--- src/shared/frl_pkg.sv ---
package frl_pkg;

  // ----------------------------------------------------------------
  // Opcodes and prefix bytes
  // ----------------------------------------------------------------
  localparam logic [7:0] OPC_FRAME_RELEASE = 8'hC9;
  localparam logic [7:0] OPC_FAR_LOAD_EXTRA = 8'hC4;
  localparam logic [7:0] PFX_BUS_LOCK = 8'hF0;
  localparam logic [7:0] PFX_ITER_NE = 8'hF2;
  localparam logic [7:0] PFX_ITER_EQ = 8'hF3;
  localparam logic [7:0] PFX_SEG_EXTRA = 8'h26;
  localparam logic [7:0] PFX_SEG_CS = 8'h2E;
  localparam logic [7:0] PFX_SEG_SS = 8'h36;
  localparam logic [7:0] PFX_SEG_DS = 8'h3E;

  // ----------------------------------------------------------------
  // Field positions and register numbers
  // ----------------------------------------------------------------
  localparam int MODRM_REG_LSB = 3;
  localparam logic [2:0] GPR_STACK_PTR = 3'h4;
  localparam logic [2:0] GPR_FRAME_PTR = 3'h5;
  localparam logic [15:0] WORD_STEP = 16'h0002;

  // ----------------------------------------------------------------
  // Reset values
  // ----------------------------------------------------------------
  localparam logic [15:0] RST_WORD = 16'h0000;
  localparam logic [15:0] RST_FLAGS = 16'h0000;

  // ----------------------------------------------------------------
  // Instruction lengths in clocks, counted from the opcode cycle
  // ----------------------------------------------------------------
  localparam logic [4:0] CLKS_FRAME_RELEASE = 5'h08;
  localparam logic [4:0] CLKS_FAR_LOAD_W16 = 5'h12;
  localparam logic [4:0] CLKS_FAR_LOAD_W8 = 5'h1A;
  localparam logic [4:0] CLKS_BUS_LOCK = 5'h01;

  // ----------------------------------------------------------------
  // Types
  // ----------------------------------------------------------------
  typedef enum logic [1:0] {
    SEG_EXTRA = 2'b00,
    SEG_CS = 2'b01,
    SEG_SS = 2'b10,
    SEG_DS = 2'b11
  } frl_seg_t;

  typedef enum logic [2:0] {
    S_FETCH = 3'b000,
    S_MODRM = 3'b001,
    S_RELEASE = 3'b010,
    S_FARLOAD = 3'b011,
    S_FOREIGN = 3'b100
  } frl_state_t;

  typedef struct packed {
    logic lock;
    logic iter;
    logic iterEq;
    logic segValid;
    frl_seg_t seg;
  } frl_prefix_t;

  typedef struct packed {
    logic valid;
    frl_seg_t seg;
    logic [15:0] off;
  } frl_mem_req_t;

  typedef struct packed {
    logic valid;
    logic [15:0] data;
  } frl_mem_rsp_t;

  typedef struct packed {
    logic valid;
    logic [2:0] idx;
    logic [15:0] data;
  } frl_gpr_wr_t;

  typedef struct packed {
    logic valid;
    logic [15:0] value;
  } frl_flag_upd_t;

endpackage

--- src/hw/frl_pin_sync.sv ---
`timescale 1ns/100ps

// Two-flop synchroniser, one per pin.
module frl_pin_sync #(
  parameter int WIDTH = 4
) (
  // Clock and reset
  input wire logic clk,
  input wire logic rst_n,
  // Pins in, synchronised levels out
  input wire logic [WIDTH-1:0] pinIn,
  output logic [WIDTH-1:0] pinSync
);

  logic [WIDTH-1:0] stage1;

  genvar i;
  generate
    for (i = 0; i < WIDTH; i++) begin : g_bit
      always_ff @(posedge clk or negedge rst_n) begin
        if (!rst_n) begin
          stage1[i] <= 1'b0;
          pinSync[i] <= 1'b0;
        end else begin
          stage1[i] <= pinIn[i];
          pinSync[i] <= stage1[i];
        end
      end
    end
  endgenerate

endmodule

--- src/hw/frl_exec.sv ---
`timescale 1ns/100ps

// Function
// - Opcode C9 releases the stack frame in 8 clocks on both bus widths.
// - Frame release loads stack pointer from frame pointer, then pops frame pointer.
// - Opcode C4 with ModR/M loads far pointer; 18 clocks wide, 26 narrow bus.
// - Word at operand goes to selected register, word at operand+2 to extra seg.
// - Byte F0 locks the bus for the next instruction only, costing 1 clock.
// - Lock pin is asserted for the whole prefixed instruction, released at its end.
// - Lock may be combined with segment override and iterate prefixes.
// - Lock stays asserted across all iterations of an iterated string instruction.
// - On-chip DMA cycles are suppressed while a locked instruction runs.
// - External bus takeover requests are not acknowledged during a locked instruction.
// - Maskable interrupts are deferred while locked; the nonmaskable one is still taken.
// - Internal lock behaviour applies even where no lock pin exists.
// - Prefix bytes never modify the status flags.
module frl_exec (
  // Clock and reset
  input wire logic clk,
  input wire logic rst_n,
  // Instruction byte stream
  input wire logic fetchValid,
  input wire logic [7:0] fetchByte,
  output logic fetchReady,
  input wire logic [15:0] eaOffset,
  // Memory read port
  output frl_pkg::frl_mem_req_t memReq,
  input wire frl_pkg::frl_mem_rsp_t memRsp,
  // Register results
  output logic [15:0] stackPtr,
  output logic [15:0] framePtr,
  output logic [15:0] extraSeg,
  output frl_pkg::frl_gpr_wr_t gprWr,
  output logic [15:0] flags,
  input wire frl_pkg::frl_flag_upd_t flagUpd,
  // Other instructions, executed elsewhere
  output logic foreignStart,
  output logic [7:0] foreignOpcode,
  output frl_pkg::frl_prefix_t foreignPrefix,
  input wire logic foreignDone,
  output logic instrDone,
  // Pins and system arbitration
  input wire logic busNarrowPin,
  input wire logic holdReqPin,
  input wire logic intrPin,
  input wire logic nmiPin,
  output logic busLockN,
  output logic holdAck,
  output logic dmaInhibit,
  output logic intGrant,
  output logic nmiTake
);
  import frl_pkg::*;

  // ----------------------------------------------------------------
  // Pin synchronisation and strap capture
  // ----------------------------------------------------------------
  logic [3:0] pinSync;
  logic busNarrow, nmiLast;
  logic [1:0] strapAge;

  frl_pin_sync #(.WIDTH(4)) u_sync (
    .clk(clk),
    .rst_n(rst_n),
    .pinIn({nmiPin, intrPin, holdReqPin, busNarrowPin}),
    .pinSync(pinSync)
  );

  // ----------------------------------------------------------------
  // Sequencer state
  // ----------------------------------------------------------------
  frl_state_t state, next_state;
  frl_prefix_t pfx, next_pfx;
  logic [4:0] cnt, next_cnt;
  logic [1:0] rdPhase, next_rdPhase;
  logic [2:0] regSel, next_regSel;
  logic [15:0] opOff, next_opOff;
  logic [15:0] next_stackPtr, next_framePtr, next_extraSeg, next_flags;
  frl_mem_req_t next_memReq;
  frl_gpr_wr_t next_gprWr;
  logic next_foreignStart, next_instrDone, next_holdAck;
  logic [7:0] next_foreignOpcode;
  logic [4:0] farLimit;
  logic take, boundary;

  assign take = fetchValid && fetchReady;
  assign fetchReady = (state == S_FETCH) || (state == S_MODRM);
  assign boundary = (state == S_FETCH) && !pfx.lock && !pfx.iter && !pfx.segValid;
  assign farLimit = busNarrow ? CLKS_FAR_LOAD_W8 : CLKS_FAR_LOAD_W16;
  assign busLockN = !pfx.lock;
  assign dmaInhibit = pfx.lock;
  assign intGrant = boundary && pinSync[2];
  assign foreignPrefix = pfx;

  always_comb begin
    next_state = state;
    next_pfx = pfx;
    next_cnt = (cnt == 5'h1F) ? cnt : cnt + 5'h01;
    next_rdPhase = rdPhase;
    next_regSel = regSel;
    next_opOff = opOff;
    next_stackPtr = stackPtr;
    next_framePtr = framePtr;
    next_extraSeg = extraSeg;
    next_flags = flagUpd.valid ? flagUpd.value : flags;
    next_memReq = memReq;
    next_gprWr = '0;
    next_foreignStart = 1'b0;
    next_foreignOpcode = foreignOpcode;
    next_instrDone = 1'b0;
    if (memRsp.valid) begin
      next_memReq.valid = 1'b0;
    end
    case (state)
      S_FETCH: begin
        next_cnt = 5'h01;
        if (take) begin
          case (fetchByte)
            PFX_BUS_LOCK: next_pfx.lock = 1'b1;
            PFX_ITER_NE, PFX_ITER_EQ: begin
              next_pfx.iter = 1'b1;
              next_pfx.iterEq = fetchByte[0];
            end
            PFX_SEG_EXTRA, PFX_SEG_CS, PFX_SEG_SS, PFX_SEG_DS: begin
              next_pfx.segValid = 1'b1;
              next_pfx.seg = frl_seg_t'(fetchByte[4:3]);
            end
            OPC_FRAME_RELEASE: begin
              next_state = S_RELEASE;
              next_stackPtr = framePtr;
              next_memReq = '{valid: 1'b1, seg: SEG_SS, off: framePtr};
              next_rdPhase = 2'h1;
            end
            OPC_FAR_LOAD_EXTRA: next_state = S_MODRM;
            default: begin
              next_state = S_FOREIGN;
              next_foreignStart = 1'b1;
              next_foreignOpcode = fetchByte;
            end
          endcase
        end
      end
      S_MODRM: begin
        if (take) begin
          next_state = S_FARLOAD;
          next_regSel = fetchByte[MODRM_REG_LSB +: 3];
          next_opOff = eaOffset;
          next_memReq.valid = 1'b1;
          next_memReq.seg = pfx.segValid ? pfx.seg : SEG_DS;
          next_memReq.off = eaOffset;
          next_rdPhase = 2'h1;
        end
      end
      S_RELEASE: begin
        if (memRsp.valid && rdPhase == 2'h1) begin
          next_framePtr = memRsp.data;
          next_stackPtr = stackPtr + WORD_STEP;
          next_rdPhase = 2'h3;
        end
        if (rdPhase == 2'h3 && cnt >= CLKS_FRAME_RELEASE - 5'h01) begin
          next_state = S_FETCH;
          next_pfx = '0;
          next_instrDone = 1'b1;
        end
      end
      S_FARLOAD: begin
        if (memRsp.valid && rdPhase == 2'h1) begin
          next_gprWr = '{valid: 1'b1, idx: regSel, data: memRsp.data};
          if (regSel == GPR_STACK_PTR) begin
            next_stackPtr = memRsp.data;
          end
          if (regSel == GPR_FRAME_PTR) begin
            next_framePtr = memRsp.data;
          end
          next_memReq.valid = 1'b1;
          next_memReq.off = opOff + WORD_STEP;
          next_rdPhase = 2'h2;
        end else if (memRsp.valid && rdPhase == 2'h2) begin
          next_extraSeg = memRsp.data;
          next_rdPhase = 2'h3;
        end
        if (rdPhase == 2'h3 && cnt >= farLimit - 5'h01) begin
          next_state = S_FETCH;
          next_pfx = '0;
          next_instrDone = 1'b1;
        end
      end
      S_FOREIGN: begin
        if (foreignDone) begin
          next_state = S_FETCH;
          next_pfx = '0;
          next_instrDone = 1'b1;
        end
      end
      default: next_state = S_FETCH;
    endcase
    next_holdAck = pinSync[1] && !next_pfx.lock && !next_memReq.valid;
  end

  always_ff @(posedge clk or negedge rst_n) begin
    if (!rst_n) begin
      state <= S_FETCH;
      pfx <= '0;
      cnt <= 5'h00;
      rdPhase <= 2'h0;
      regSel <= 3'h0;
      opOff <= RST_WORD;
      stackPtr <= RST_WORD;
      framePtr <= RST_WORD;
      extraSeg <= RST_WORD;
      flags <= RST_FLAGS;
      memReq <= '0;
      gprWr <= '0;
      foreignStart <= 1'b0;
      foreignOpcode <= 8'h00;
      instrDone <= 1'b0;
      holdAck <= 1'b0;
    end else begin
      state <= next_state;
      pfx <= next_pfx;
      cnt <= next_cnt;
      rdPhase <= next_rdPhase;
      regSel <= next_regSel;
      opOff <= next_opOff;
      stackPtr <= next_stackPtr;
      framePtr <= next_framePtr;
      extraSeg <= next_extraSeg;
      flags <= next_flags;
      memReq <= next_memReq;
      gprWr <= next_gprWr;
      foreignStart <= next_foreignStart;
      foreignOpcode <= next_foreignOpcode;
      instrDone <= next_instrDone;
      holdAck <= next_holdAck;
    end
  end

  // ----------------------------------------------------------------
  // Strap capture and nonmaskable edge
  // ----------------------------------------------------------------
  always_ff @(posedge clk or negedge rst_n) begin
    if (!rst_n) begin
      busNarrow <= 1'b0;
      strapAge <= 2'h0;
      nmiLast <= 1'b0;
      nmiTake <= 1'b0;
    end else begin
      // The strap is taken on the third edge, once the synchroniser holds the pin level.
      strapAge <= (strapAge == 2'h3) ? strapAge : strapAge + 2'h1;
      busNarrow <= (strapAge == 2'h2) ? pinSync[0] : busNarrow;
      nmiLast <= pinSync[3];
      nmiTake <= pinSync[3] && !nmiLast;
    end
  end

  // ----------------------------------------------------------------
  // Assertions
  // ----------------------------------------------------------------
  // Cycles since the far-pointer opcode was taken, counted apart from the sequencer.
  logic [4:0] farAge;
  always_ff @(posedge clk or negedge rst_n) begin
    if (!rst_n) begin
      farAge <= 5'h00;
    end else if (state == S_FETCH && take && fetchByte == OPC_FAR_LOAD_EXTRA) begin
      farAge <= 5'h01;
    end else begin
      farAge <= (farAge == 5'h1F) ? farAge : farAge + 5'h01;
    end
  end
endmodule

--- config.mk ---
export PLATFORM = sky130hd
export DESIGN_NAME = frl_exec
export DESIGN_NICKNAME = d
export VERILOG_FILES = /design/src/shared/frl_pkg.sv /design/src/hw/frl_pin_sync.sv /design/src/hw/frl_exec.sv
export SDC_FILE = /design/constraint.sdc
export NUM_CORES = 1
export LEC_CHECK = 0
export BUFFER_PORTS_ARGS = -buffer_cell sky130_fd_sc_hd__buf_2
export CAP_MARGIN = 25
export CORE_ASPECT_RATIO = 0.7
export CORE_MARGIN = 2
export CORE_UTILIZATION = 55
export CTS_CLUSTER_DIAMETER = 60
export DETAILED_ROUTE_END_ITERATION = 6
export PLACE_DENSITY = 0.84
export SLEW_MARGIN = 20
export SYNTH_ARGS = -nofsm -noshare
export SYNTH_HDL_FRONTEND = slang
export SYNTH_SLANG_ARGS = --single-unit
--- constraint.sdc ---
create_clock -name clk -period 4.3 [get_ports clk]
set_clock_uncertainty 0.2 [all_clocks]
set_input_delay 0.215 -clock clk [delete_from_list [all_inputs] [get_ports clk]]
set_output_delay 0.215 -clock clk [all_outputs]
set_load 0.01 [all_outputs]
# Word-level counts from Yosys, hierarchy flattened
# Index checks and enable logic that the tools add are counted.
dict set report totals {
  ff_bits 162
  inputBits 66
  output_inout_bits 125
  elab_cells 176
}
dict set report classes {
  add_sub_neg 5
  magnitude_cmp 2
  eq_ne 36
  muxes 54
  bitwise_logic 2
  n_reduce_logical 41
}
# op n
set ops {}
lappend ops {{16-bit two-way mux} 9}
lappend ops {{16-bit case mux with 3 select lines} 2}
lappend ops {{19-bit two-way mux} 3}
lappend ops {{8-bit equality test, second input constant} 5}
lappend ops {{20-bit two-way mux} 2}
lappend ops {{16-bit by 2-bit adder with 16-bit output, second input constant} 2}
lappend ops {{8-bit by 6-bit equality test with 1-bit output, second input constant} 4}
lappend ops {{16-bit case mux with 2 select lines} 1}
lappend ops {{6-bit AND reduction} 5}
lappend ops {{6-bit two-way mux} 4}
lappend ops {{6-bit case mux with 4 select lines} 1}
lappend ops {{2-bit != test, second input constant} 10}
lappend ops {{3-bit two-way mux} 6}
lappend ops {{2-bit two-way mux} 8}
lappend ops {{3-bit case mux with 5 select lines} 1}
lappend ops {{1-bit logical AND} 12}
lappend ops {{5-bit two-way mux} 2}
lappend ops {{3-bit equality test, second input constant} 3}
lappend ops {{1-bit two-way mux} 9}
lappend ops {{3-bit case mux with 3 select lines} 1}
lappend ops {{9-bit OR reduction} 1}
lappend ops {{2-bit equality test, second input constant} 4}
lappend ops {{2-bit by 1-bit != test with 1-bit output, second input constant} 4}
lappend ops {{2-bit case mux with 4 select lines} 1}
lappend ops {{other kinds (27)} 40}

# Depth between registers and ports, before layout
# Gate-level depths: netlist (run 1).
dict set report depth {
  ltp_word 9
  mapped_depth 9
  mapped_depth_nobuf 7
}

# Hierarchy
# From an unflattened synthesis (run 1), not the netlist that was laid out.
dict set report unflattened {
  hier_cells 690
  hier_area_um2 7365.8
}
# module instances cells_each area_per_inst_um2
set modules_own_cells {}
lappend modules_own_cells {frl_exec 1 682 7165.6}
lappend modules_own_cells {frl_pin_sync 1 8 200.2}

# Least setup slack after synthesis (run 1)
# No wires, ideal clock.
dict set report synth_path {
  path_type {reg2reg}
  from {register cnt[0]}
  to {register pfx, in the netlist foreignPrefix[2]}
  setup_time_ns 0.128
  t_arrival_ns 1.771
  required_time_ns 3.972
  path_slack_ns 2.201
  path_stages_with_launch 7
  synth_period_minus_slack_ns 2.099
  cell_sequence {dfrtp_1 -> ha_1 -> a2111o_1 -> a31oi_1 -> o21ai_1 -> o211ai_2 -> mux2_1}
}
dict set report synth_between {
  elab_chain_len 4
  elab_cells_between_ends 7
  cone_classes {order compare: 2; eq/ne: 2; reduce/logical: 3}
}
# element line
set synth_rtl {}
lappend synth_rtl {{start: declaration} frl_exec.sv:74} ;# logic [4:0] cnt, next_cnt;
lappend synth_rtl {{start signal: assignment} frl_exec.sv:221} ;# cnt <= next_cnt;
lappend synth_rtl {{5-bit greater-or-equal comparator / 5-bit by 3-bit greater-or-equal comparator with 1-bit output (equally long branches)} {frl_exec.sv:182, frl_exec.sv:160}}
lappend synth_rtl {{1-bit logical AND (on tied branches)} {frl_exec.sv:182, frl_exec.sv:160}}
lappend synth_rtl {{2-bit != test (no line)} n/a}
lappend synth_rtl {{6-bit AND reduction (no line) *} n/a}
lappend synth_rtl {{end signal: assignment} frl_exec.sv:220} ;# pfx <= next_pfx;
lappend synth_rtl {{end: declaration} frl_exec.sv:73} ;# frl_prefix_t pfx, next_pfx;
# Every way passes the cells marked *; elsewhere a longest branch is shown, timed or not.
# A chain may end at the register's enable or synchronous reset.

# Worst setup path after layout (run 1)
dict set report layout_path {
  from {register state[0]}
  to {register extraSeg[0]}
}
dict set report layout_between {
  elab_chain_len 2
}
# element line
set layout_rtl {}
lappend layout_rtl {{start: declaration} frl_exec.sv:72} ;# frl_state_t state, next_state;
lappend layout_rtl {{start signal: assignment} frl_exec.sv:219} ;# state <= next_state;
lappend layout_rtl {{3-bit by 2-bit equality test with 1-bit output} frl_exec.sv:114} ;# case (state)
lappend layout_rtl {{3-bit AND reduction (no line)} n/a}
lappend layout_rtl {{end signal: assignment} frl_exec.sv:227} ;# extraSeg <= next_extraSeg;
lappend layout_rtl {{end: declaration} frl_exec.sv:32} ;# output logic [15:0] extraSeg,
# Every way passes these cells.

==> metrics, run 1 <==
kind of critical path flip-flop to flip-flop; Max VDD drop 0.000313 V; clock sinks between 150 and 200; fin. max-slew vios 0; Max H-tree Level 4; CTS clock-pin slew for the worst setup and hold paths 0.06 ns; met3 usage 0.0613; RR Endpoint extraSeg[0]$_DFFE_PN0P_; Total GRT Usage 0.296; Post-CTS Setup Inserts 0; # IOs 191; Port-buffer cells 190; TritonRoute pass-1 iters 5; placed inst area roughly 8400 µm²; DR DRC count 0; initial antenna violation count 0; post-synthesis cell area 7400 µm²; register-to-register setup slack 1.15 ns; Nets between 900 and 1000; power per standard cell area 487 nW/µm²; Die W 143 µm; # hold bufs at CTS 62; final WL 21.0 mm; DRT iter0 DRCs 696; met1 usage 0.404; grt ovf 0; cts repair resizes 0; number of global-route vias before repair 6148; Synth async-reset ratio 1.00; Rows 35; RSZ-0062 raised after global routing false; Post-synth EDFFs 0; Hold WC Path Type input port to flip-flop; TritonCTS Buffers 17; DP HPWL between 10 and 15 mm; core area 13100 µm²; Max FO, Critical Path 27; first-pass GRT wire length 32.4 mm; Worst-Margin Slew around 1 ns; Clock Tree Buf Depth 2; largest net degree at the start of global routing 71; CTS tree yes; Period minus WS final 3.15 ns; sequential share of the synthesized area 0.548; max_cap viols 0; via count 6217; drt via density 5.94; Unique masters post-synth 74; flops & latches, synth about 160; Setup Viol. Count Final 0; Sum Neg Setup Slack 0 ns; crit end category flip-flop; Final Cell Area 9580 µm²; yosys warns 0; # fillers ~910; Initial Utilization 0.563; WHS ~0.04 ns; endpoints failing hold 0; Post-Synthesis Net Count 701; GRT busiest layer met2; met2 Use GR 0.477; mean area per synthesized cell 11.8 µm²; Post-Synthesis Cells 627; Worst Path Required 4.40 ns; multi-input logic area 3050 µm²; Slew headroom 0.347; ANT cells 0; CP endpoint extraSeg[0]$_DFFE_PN0P_; CTS root buf clkbuf_16; Final Worst Setup Slack 1.15 ns; Final ANT Viol Nets 0; CP startpoint kind flip-flop; crit path launch state[0]$_DFFE_PN0P_; outcome finished, final reports clean; Main synth FF type dfrtp_1; die area 14400 µm²; area delta synth->final 29.5%; FMAX 317 MHz; routability cong. 0.906; Worst R2R Start state[0]$_DFFE_PN0P_; worst-skew pair later-pin latency about 0.42 ns; Pleak 4.67 nW; Reg area between 4000 and 5000 µm²; share of cells above drive strength 1 0.356; Final Cycle Share 0.733; CP Data Arrival Time 3.25 ns; worst-case reg-to-reg path depth 5; fin util 0.730; die height about 100 µm; DR WL/cell 20.1 µm; Place WS 1.23 ns
state kept, by name, summed over array words and instances, names as in the netlist, 3 cells and up:
register / count
u_sync.stage1: 4
framePtr: 16
u_sync.pinSync: 4
opOff: 16
cnt: 5
memReq: 19
stackPtr: 16
gprWr: 20
state: 3
flags: 16
foreignOpcode: 8
regSel: 3
foreignPrefix: 5
extraSeg: 16
stage by stage:
| stage | total power [mW] | cells |
|---|---|---|
| 2_1_floorplan | 2.60 | 627 |
| 3_3_place_gp | 3.05 | 952 |
| 3_5_place_dp | 3.11 | 952 |
| 4_1_cts | 4.65 | 1046 |
| 5_1_grt | 4.87 | 1047 |
| 6_report | 4.66 | 1047 |
synth_stat cells (all sizes together), types with 11 or more instances:
cell / n / area (µm²)
dfrtp: 162 / 4050
a21oi: 41 / 216
o21ai: 28 / 140
inv: 17 / 63.8
and2: 25 / 156
mux2: 74 / 863
a31oi: 11 / 68.8
nor2: 41 / 161
nand2: 36 / 135
clkbuf: 12 / 45.0
nand3: 12 / 60.1
buf: 24 / 181
layout make-up:
cell class | count | area share
Clock buffer | 19 | 0.0462
Clock inverter | 13 | 0.0141
Inverter | 17 | 0.00666
Multi-Input combinational cell | 412 | 0.319
Sequential cell | 162 | 0.423
Tap cell | 166 | 0.0217
Timing Repair Buffer | 258 | 0.170
where the power goes:
group | internal [mW] | switching (mW)
clock | 0.870 | 0.629
sequential | 1.80 | 0.311
combinational | 0.498 | 0.560
cell families (layout without fill, tap and decap cells):
group | count (synthesis) | after routing | share of synthesized area
AOI/OAI and AO/OA | 138 | 138 | 0.128
xor gates and xnor gates | 18 | 18 | 0.0213
adders and majority gates | 8 | 8 | 0.0135
buffers and inverters | 53 | 307 | 0.0392
DFF | 162 | 162 | 0.548
muxes | 78 | 78 | 0.122
and+or+nand+nor | 170 | 170 | 0.128
metal layers:
metal  share of wire  vias to the layer above
li1                -                     2763
met1            0.41                     3051
met2            0.48                      352
met3           0.093                       51
met4           0.020                        0
met5               0                        -
worst min path at each step:
stage / slack, ns / cells after the start / start / endpoint
CTS: 0.03 / 3 / foreignDone / instrDone$_DFF_PN0_
global placement: 0.05 / 1 / rst_n / u_sync.stage1[3]$_DFF_PN0_
floorplan: -0.28 / 0 / rst_n / busNarrow$_DFFE_PN0N_
finish: 0.04 / 3 / foreignDone / instrDone$_DFF_PN0_
global route: 0.04 / 3 / foreignDone / instrDone$_DFF_PN0_
detailed placement: 0.06 / 1 / rst_n / u_sync.stage1[3]$_DFF_PN0_
cell usage in the layout, fill, tap and decap left out, types with 5 or more instances in the layout:
cell type	n
xnor2_1	9
clkinv_2	5
nand4_1	9
a22oi_1	6
nand2_1	36
dlygate4sd3_1	62
nand3_1	12
o21ai_1	5
buf_2	189
nor2_1	40
mux2_2	63
buf_4	5
o21ai_0	23
ha_1	8
a21oi_1	40
and4_1	6
and3_1	6
a222oi_1	9
dfrtp_1	162
mux2_4	8
xor2_1	9
inv_1	17
a31oi_1	11
and2_1	25
clkbuf_16	17
critical path, cell delays in order, from the launching register on:
cell and delay [ns]:
dfrtp_1 0.53, buf_4 0.37, inv_1 0.29, nor2_4 0.42, and4_1 0.79, mux2_2 0.42
(Power assumes the default switching activity.)
==> run 2: changes to the inputs <==
--- a/config.mk
+++ b/config.mk
@@ -5,14 +5,15 @@
 export SDC_FILE = /design/constraint.sdc
 export NUM_CORES = 1
 export LEC_CHECK = 0
+export ABC_AREA = 1
 export BUFFER_PORTS_ARGS = -buffer_cell sky130_fd_sc_hd__buf_2
 export CAP_MARGIN = 25
 export CORE_ASPECT_RATIO = 0.7
 export CORE_MARGIN = 2
-export CORE_UTILIZATION = 55
+export CORE_UTILIZATION = 54
 export CTS_CLUSTER_DIAMETER = 60
 export DETAILED_ROUTE_END_ITERATION = 6
-export PLACE_DENSITY = 0.84
+export PLACE_DENSITY = 0.82
 export SLEW_MARGIN = 20
 export SYNTH_ARGS = -nofsm -noshare
 export SYNTH_HDL_FRONTEND = slang
==> constraint.sdc (replaced) <==
create_clock -name clk -period 3.2 [get_ports clk]
set_clock_uncertainty 0.2 [all_clocks]
set_input_delay 0.16 -clock clk [delete_from_list [all_inputs] [get_ports clk]]
set_output_delay 0.16 -clock clk [all_outputs]
set_load 0.01 [all_outputs]
==> run 2 against run 1 <==
Die area is 4.8% higher. Clock power increased by 35%. Final area rose by 4.1%. Synthesized area increased by 3.0%. Largest power group unchanged. Synthesized cell count up 48%. Worst hold slack gained 0.011 ns. Register-to-register slack worse by 0.57 ns. Wire length up 9.9%.
==> metrics, run 2 <==
DR DRC count 0 (unchanged); Switching Fraction 0.247 (-0.0745); ANT cells 0 (unchanged); hold path start flagUpd[16]; Final Worst Setup Slack 0.575 ns (-0.575 ns); # IOs 191 (unchanged); Sum Neg Setup Slack 0 ns (unchanged); placed insts 1289 (+35%); core area 13900 µm² (+5.6%); Max VDD drop 0.000403 V (+29%); fin. max-slew vios 0 (unchanged); Period minus WS final 2.62 ns (-0.525 ns); Port-buffer cells 190 (unchanged); Worst-Margin Slew 0.847 ns (-0.130 ns); drt via density 5.31 (-11%); Max H-tree Level 4 (unchanged); share of the synthesized area in the top cell type 0.532 (-0.0162); CP startpoint kind flip-flop; hold path depth 2 (-1); Slew headroom 0.434 (+0.0873); CTS root buf clkbuf_16; CTS tree yes; Post-synth EDFFs 0 (unchanged); largest net degree at the start of global routing 66 (-7.0%); Synth async-reset ratio 1.00 (unchanged); die height 103 µm (+2.4%); leading area contributor after synthesis dfrtp_1; RSZ-0062 raised after global routing false; sequential share of the synthesized area 0.532 (-0.0162); die area 15100 µm² (+4.8%); FMAX 381 MHz (+20%); power per standard cell area 447 nW/µm² (-8.1%); Final Cell Area 9980 µm² (+4.1%); Rows 36 (+2.9%); Setup Viol. Count Final 0 (unchanged); Main synth FF type dfrtp_1; placed inst area 8730 µm² (+4.3%); Post-CTS Setup Inserts 0 (unchanged); mean area per synthesized cell 8.23 µm² (-30%); Flop pwr share 0.475 (+0.023); Psw 1.10 mW (-26%); first-pass GRT wire length 36.7 mm (+13%); Clock Tree Buf Depth 2 (unchanged); Die W 146 µm (+2.4%); Reg area 4050 µm² (unchanged); most common library cells after synthesis nand2_1 (276), dfrtp_1 (162), nor2_1 (102), inv_1 (96), o21ai_0 (80); # fillers 1044 (+15%); TritonCTS Buffers 17 (unchanged); TritonRoute pass-1 iters 5 (unchanged); most frequent cell after synthesis nand2_1; Unique masters post-synth 34 (-54%); Min-Delay Endpoint flags[9]$_DFFE_PN0P_; yosys warns 0 (unchanged); Post-Synthesis Net Count 1000 (+43%); clock sinks 162 (unchanged); kind of critical path flip-flop to flip-flop; Place WS 0.641 ns (-0.591 ns); crit end category flip-flop; combinational share of power 0.071 (-0.156); fin util 0.719 (-0.0102); post-route insts no fill 1387 (+32%); worst-case reg-to-reg path depth 9 (+4); Top Registers gprWr: 20 flops, memReq: 19 flops; commonest cells after routing, fill and taps aside nand2_1 (276), buf_2 (189), dfrtp_1 (162); Total GRT Usage 0.312 (+0.0162); final WL 23.1 mm (+9.9%); number of global-route vias before repair 7233 (+18%); Max FO, Critical Path 18 (-33%); flops & latches, synth 162 (unchanged); share of cells above drive strength 1 0.235 (-0.122); register-to-register setup slack 0.58 ns (-0.57 ns); DR WL/cell 16.6 µm (-17%); area delta synth->final 30.9%; DRT iter0 DRCs 568 (-18%); outcome finished, final reports clean; Post-Synthesis Cells 926 (+48%); grt ovf 0 (unchanged); Int Pwr 3.36 mW (+6.2%); endpoints failing hold 0 (unchanged); DP HPWL 15.4 mm (+12%); Final Cycle Share 0.820 (+0.0877); CTS clock-pin slew for the worst setup and hold paths 0.07 ns (about the same); Initial Utilization 0.550 (-0.0136); routability cong. 0.921 (+1.7%); max_cap viols 0 (unchanged); post-synthesis cell area 7620 µm² (+3.0%); most common cell after layout, fill and taps aside nand2_1; max reg flops 20 (unchanged); Worst Path Required 3.31 ns (-1.09 ns); Nets 1258 (+34%); Final ANT Viol Nets 0 (unchanged); via count 7362 (+18%); Largest Register gprWr; Synth area leaders dfrtp_1 (53%), nand2_1 (14%), o21ai_0 (5.3%); Worst R2R Start state[1]$_DFFE_PN0P_; clock share of power 0.454 (+0.133); Hold WC Path Type input port to flip-flop; RR Endpoint memReq[9]$_DFFE_PN0P_; multi-input logic area 3040 µm² (-0.61%); worst-skew pair later-pin latency 0.43 ns (about the same); Pleak 5.42 nW (+16%); CP Data Arrival Time 2.73 ns (-0.52 ns); initial antenna violation count 0 (unchanged)
## run 2: cell count changes in the layout (fill, tap and decap cells not counted), moves of 14 or more
cell | previous run | this run
nand3_1 | 12 | 50
inv_1 | 17 | 96
nand2_1 | 36 | 276
o21ai_0 | 23 | 80
and2_1 | 25 | 0
nor2_1 | 40 | 102
a21oi_1 | 40 | 26
mux2_2 | 63 | 16
## run 2: metal layers
| layer | share of wire | vias to the layer above | track usage |
|---|---|---|---|
| met3 | 0.10 | 55 | 0.0943 |
| li1 | - | 3483 | - |
| met2 | 0.44 | 383 | 0.492 |
| met1 | 0.44 | 3441 | 0.420 |
| met4 | 0.023 | 0 | 0.111 |
| met5 | 0 | - | 0 |
## run 2: per-stage QoR
step / power, mW / hold slack [ns]
2_1_floorplan: 2.25 / -0.336
3_3_place_gp: 2.39 / -0.0205
3_5_place_dp: 2.40 / -0.0138
4_1_cts: 4.47 / 0.0263
5_1_grt: 4.60 / 0.0538
6_report: 4.46 / 0.0508
## run 2: what timing repair did
| action | in CTS | in global routing |
|---|---|---|
| endpoints found under the hold margin | 185 | 0 |
| gates resized for setup | 0 | 0 |
| hold buffers | 66 | 0 |
## run 2: cell type report
type                    count  share of cell area
clock inverters            14              0.0145
flip-flops and latches    162               0.406
clock buffers              18              0.0440
multi-input cells         635               0.304
inverters                 104              0.0391
well taps                 190              0.0238
repair buffers            264               0.168
## run 2: power by group through the flow
stage	Clock (mW)	Sequential (mW)	Combinational (mW)
floorplan	0	2.16	0.0932
global placement	0	2.15	0.242
detailed placement	0	2.15	0.247
CTS	2.04	2.12	0.308
global route	2.13	2.12	0.348
finish	2.03	2.12	0.315
## run 2: worst max path at each step
stage	end	slack (ns)	from	depth (start not counted)
6_report	memReq[9]$_DFFE_PN0P_	0.58	state[1]$_DFFE_PN0P_	9
5_1_grt	memReq[15]$_DFFE_PN0P_	0.39	state[1]$_DFFE_PN0P_	10
4_1_cts	memReq[9]$_DFFE_PN0P_	0.62	state[1]$_DFFE_PN0P_	9
3_5_place_dp	memReq[9]$_DFFE_PN0P_	0.64	state[1]$_DFFE_PN0P_	9
3_3_place_gp	memReq[9]$_DFFE_PN0P_	0.77	state[1]$_DFFE_PN0P_	9
2_1_floorplan	memReq[8]$_DFFE_PN0P_	1.46	state[1]$_DFFE_PN0P_	9
## run 2: logic make-up (layout without fill, tap and decap cells)
family,Yosys count,in the layout,share of synthesized area
buf+inv,129,400,0.0701
xor+xnor,1,1,0.00115
mux,16,16,0.0236
simple gates,476,476,0.265
flops,162,162,0.532
compound gates,134,134,0.0954
fa+ha+maj,8,8,0.0131
## run 2: worst max-delay path, stage by stage, from the launching register on
cell and delay (ns):
dfrtp_1 0.50, inv_2 0.08, nor2_2 0.40, nand2_2 0.38
nand2_1 0.15, nand2_1 0.11, inv_1 0.08, nand3_2 0.31
nor2_1 0.20, a21boi_1 0.08
==> run 3: changes to the inputs <==
--- a/config.mk
+++ b/config.mk
@@ -10,10 +10,10 @@
 export CAP_MARGIN = 25
 export CORE_ASPECT_RATIO = 0.7
 export CORE_MARGIN = 2
-export CORE_UTILIZATION = 54
+export CORE_UTILIZATION = 48
 export CTS_CLUSTER_DIAMETER = 60
 export DETAILED_ROUTE_END_ITERATION = 6
-export PLACE_DENSITY = 0.82
+export PLACE_DENSITY = 0.77
 export SLEW_MARGIN = 20
 export SYNTH_ARGS = -nofsm -noshare
 export SYNTH_HDL_FRONTEND = slang
==> constraint.sdc (replaced) <==
create_clock -name clk -period 2.1 [get_ports clk]
set_clock_uncertainty 0.2 [all_clocks]
set_input_delay 0.105 -clock clk [delete_from_list [all_inputs] [get_ports clk]]
set_output_delay 0.105 -clock clk [all_outputs]
set_load 0.01 [all_outputs]
==> run 3 against run 2 <==
Register-to-register slack got worse by 0.46 ns. Critical endpoint is now intGrant. Via count increased by 1.2%. Sequential share of layout area decreased by 1.6 points. Largest power group is now the clock network.
==> metrics, run 3 (synthesized netlist as in run 2, its figures left out) <==
TritonCTS Buffers 17 (unchanged); crit end category output pin; Slew headroom 0.673 (+0.240); CTS root buf clkbuf_16; Initial Utilization 0.492 (-0.0577); # IOs 191 (unchanged); FMAX a little over 500 MHz; clock sinks 162 (unchanged); DR WL/cell 16.4 µm (-1.5%); Die W 155 µm (+5.9%); Rows 38 (+5.6%); CP Data Arrival Time 1.68 ns (-1.05 ns); Setup Viol. Count Final 0 (unchanged); max reg flops 20 (unchanged); Clock Tree Buf Depth 2 (unchanged); Max VDD drop 0.000437 V (+8.5%); max_cap viols 0 (unchanged); Final Cycle Share 0.945; largest net degree at the start of global routing 50 (-24%); initial antenna violation count 0 (unchanged); Nets 1294 (+2.9%); core area 15500 µm² (+12%); Max FO, Critical Path 9 (-9); most common cell after layout, fill and taps aside nand2_1; Port-buffer cells 190 (unchanged); CP startpoint kind flip-flop; CP max-delay cell dfrtp_2; DP HPWL 16.5 mm (+7.3%); Worst Path Required 1.79 ns (-1.52 ns); Worst-Margin Slew 0.490 ns (-0.357 ns); Pleak 5.62 nW (+3.7%); Period minus WS final between 1.5 and 2 ns; share of cells above drive strength 1 0.249 (+0.0142); fin. max-slew vios 0 (unchanged); kind of critical path flip-flop to output pin; # fillers 1256 (+20%); Hold WC Path Type input port to async pin; first-pass GRT wire length 37.6 mm (+2.4%); DR DRC count 0 (unchanged); commonest cells after routing, fill and taps aside nand2_1 (276), buf_2 (189), dfrtp_1 (160); CTS tree yes; die height 109 µm (+5.8%); worst-skew pair later-pin latency 0.43 ns (about the same); Top Registers gprWr: 20 flops, memReq: 19 flops; Max H-tree Level 4 (unchanged); Final ANT Viol Nets 0 (unchanged); Largest Register gprWr; power per standard cell area 677 nW/µm² (+52%); routability cong. 0.940 (+2.0%); number of global-route vias before repair 7376 (+2.0%); via count 7451 (+1.2%); Sum Neg Setup Slack 0 ns (unchanged); grt ovf 0 (unchanged); crit path cell chain nor2_4 > nand2_2 > inv_4 > nand3_1 > nor3_1 > buf_2; TritonRoute pass-1 iters 6 (+1); outcome finished, final reports clean; endpoints failing hold 0 (unchanged); DRT iter0 DRCs 662 (+17%); WHS 0.00749 ns (-0.0433 ns); Worst path max stage delay 0.46 ns (-0.04 ns); drt via density 5.20 (-2.0%); final WL 23.5 mm (+1.7%); die area 16900 µm² (+12%); ANT cells 0 (unchanged); CTS clock-pin slew for the worst setup and hold paths 0.06 ns (about the same); Total GRT Usage 0.288 (-0.0237); area delta synth->final 36.4%; PnR Total Power 7.04 mW (+58%)
[run 3: cell count changes in the layout (fill, tap and decap cells not counted), moves of 2 or more]
cell           change
buf_4             +19
dlygate4sd3_1     +13
buf_12             +4
bufinv_16          +2
dfrtp_1            -2
dfrtp_2            +2
[run 3: final timing paths]
kind | from | to | slack [ns] | cells past startpoint
min | rst_n | flags[13]$_DFFE_PN0P_ | 0.007 | 2
min in group clk | flagUpd[16] | flags[4]$_DFFE_PN0P_ | 0.02 | 2
max | state[2]$_DFFE_PN0P_ | intGrant | 0.12 | 6
max in group asynchronous | rst_n | extraSeg[3]$_DFFE_PN0P_ | 0.98 | 3
max reg2reg | state[2]$_DFFE_PN0P_ | memReq[6]$_DFFE_PN0P_ | 0.12 | 11
min reg2reg | u_sync.stage1[3]$_DFF_PN0_ | u_sync.pinSync[3]$_DFF_PN0_ | 0.15 | 0
[run 3: layout make-up]
cell class / instances / area, µm² / share of cell area
flip-flops and latches: 162 / 4060 / 0.390
clock inverters: 14 / 193 / 0.0185
multi-input cells: 635 / 3050 / 0.293
clock buffers: 18 / 429 / 0.0413
inverters: 104 / 393 / 0.0378
repair buffers: 300 / 2030 / 0.195
well taps: 200 / 250 / 0.0241
[run 3: stage by stage]
step	area (µm²)	worst slack [ns]	utilization	cells
3_3_place_gp	8930	0.186	0.576	1318
2_1_floorplan	7620	0.365	-	926
3_5_place_dp	8930	0.135	0.576	1318
4_1_cts	10300	0.00908	0.667	1429
6_report	10400	0.115	0.671	1433
5_1_grt	10400	-0.0285	0.671	1433
[run 3: timing repair]
item / CTS / global route
hold buffers: 79 / 0
buffers inserted: 0 / 4
resized for setup: 0 / 5
endpoints found under the hold margin: 293 / 0
endpoints found under the setup margin: 0 / 16
[run 3: where the power goes]
part	switching [mW]	total (mW)	leakage, nW	internal (mW)
clock	1.37	3.29	0.302	1.92
combinational	0.265	0.533	3.25	0.268
sequential	0.0402	3.22	2.07	3.18
total	1.67	7.04	5.62	5.37
[run 3: layer usage]
metal  vias to the layer above  GRT usage  wire, µm
met5                         -          0         0
met4                         0     0.0708       331
met3                        25     0.0926      2360
met2                       349      0.458     10600
met1                      3521      0.390     10200
li1                       3556          -         -
[run 3: critical path, delay by kind of cell, from the launching register on]
family                 cells  cell delay, ns
AND/OR/NAND/NOR            4            0.51
flip-flops                 1            0.46
buffers and inverters      2            0.28
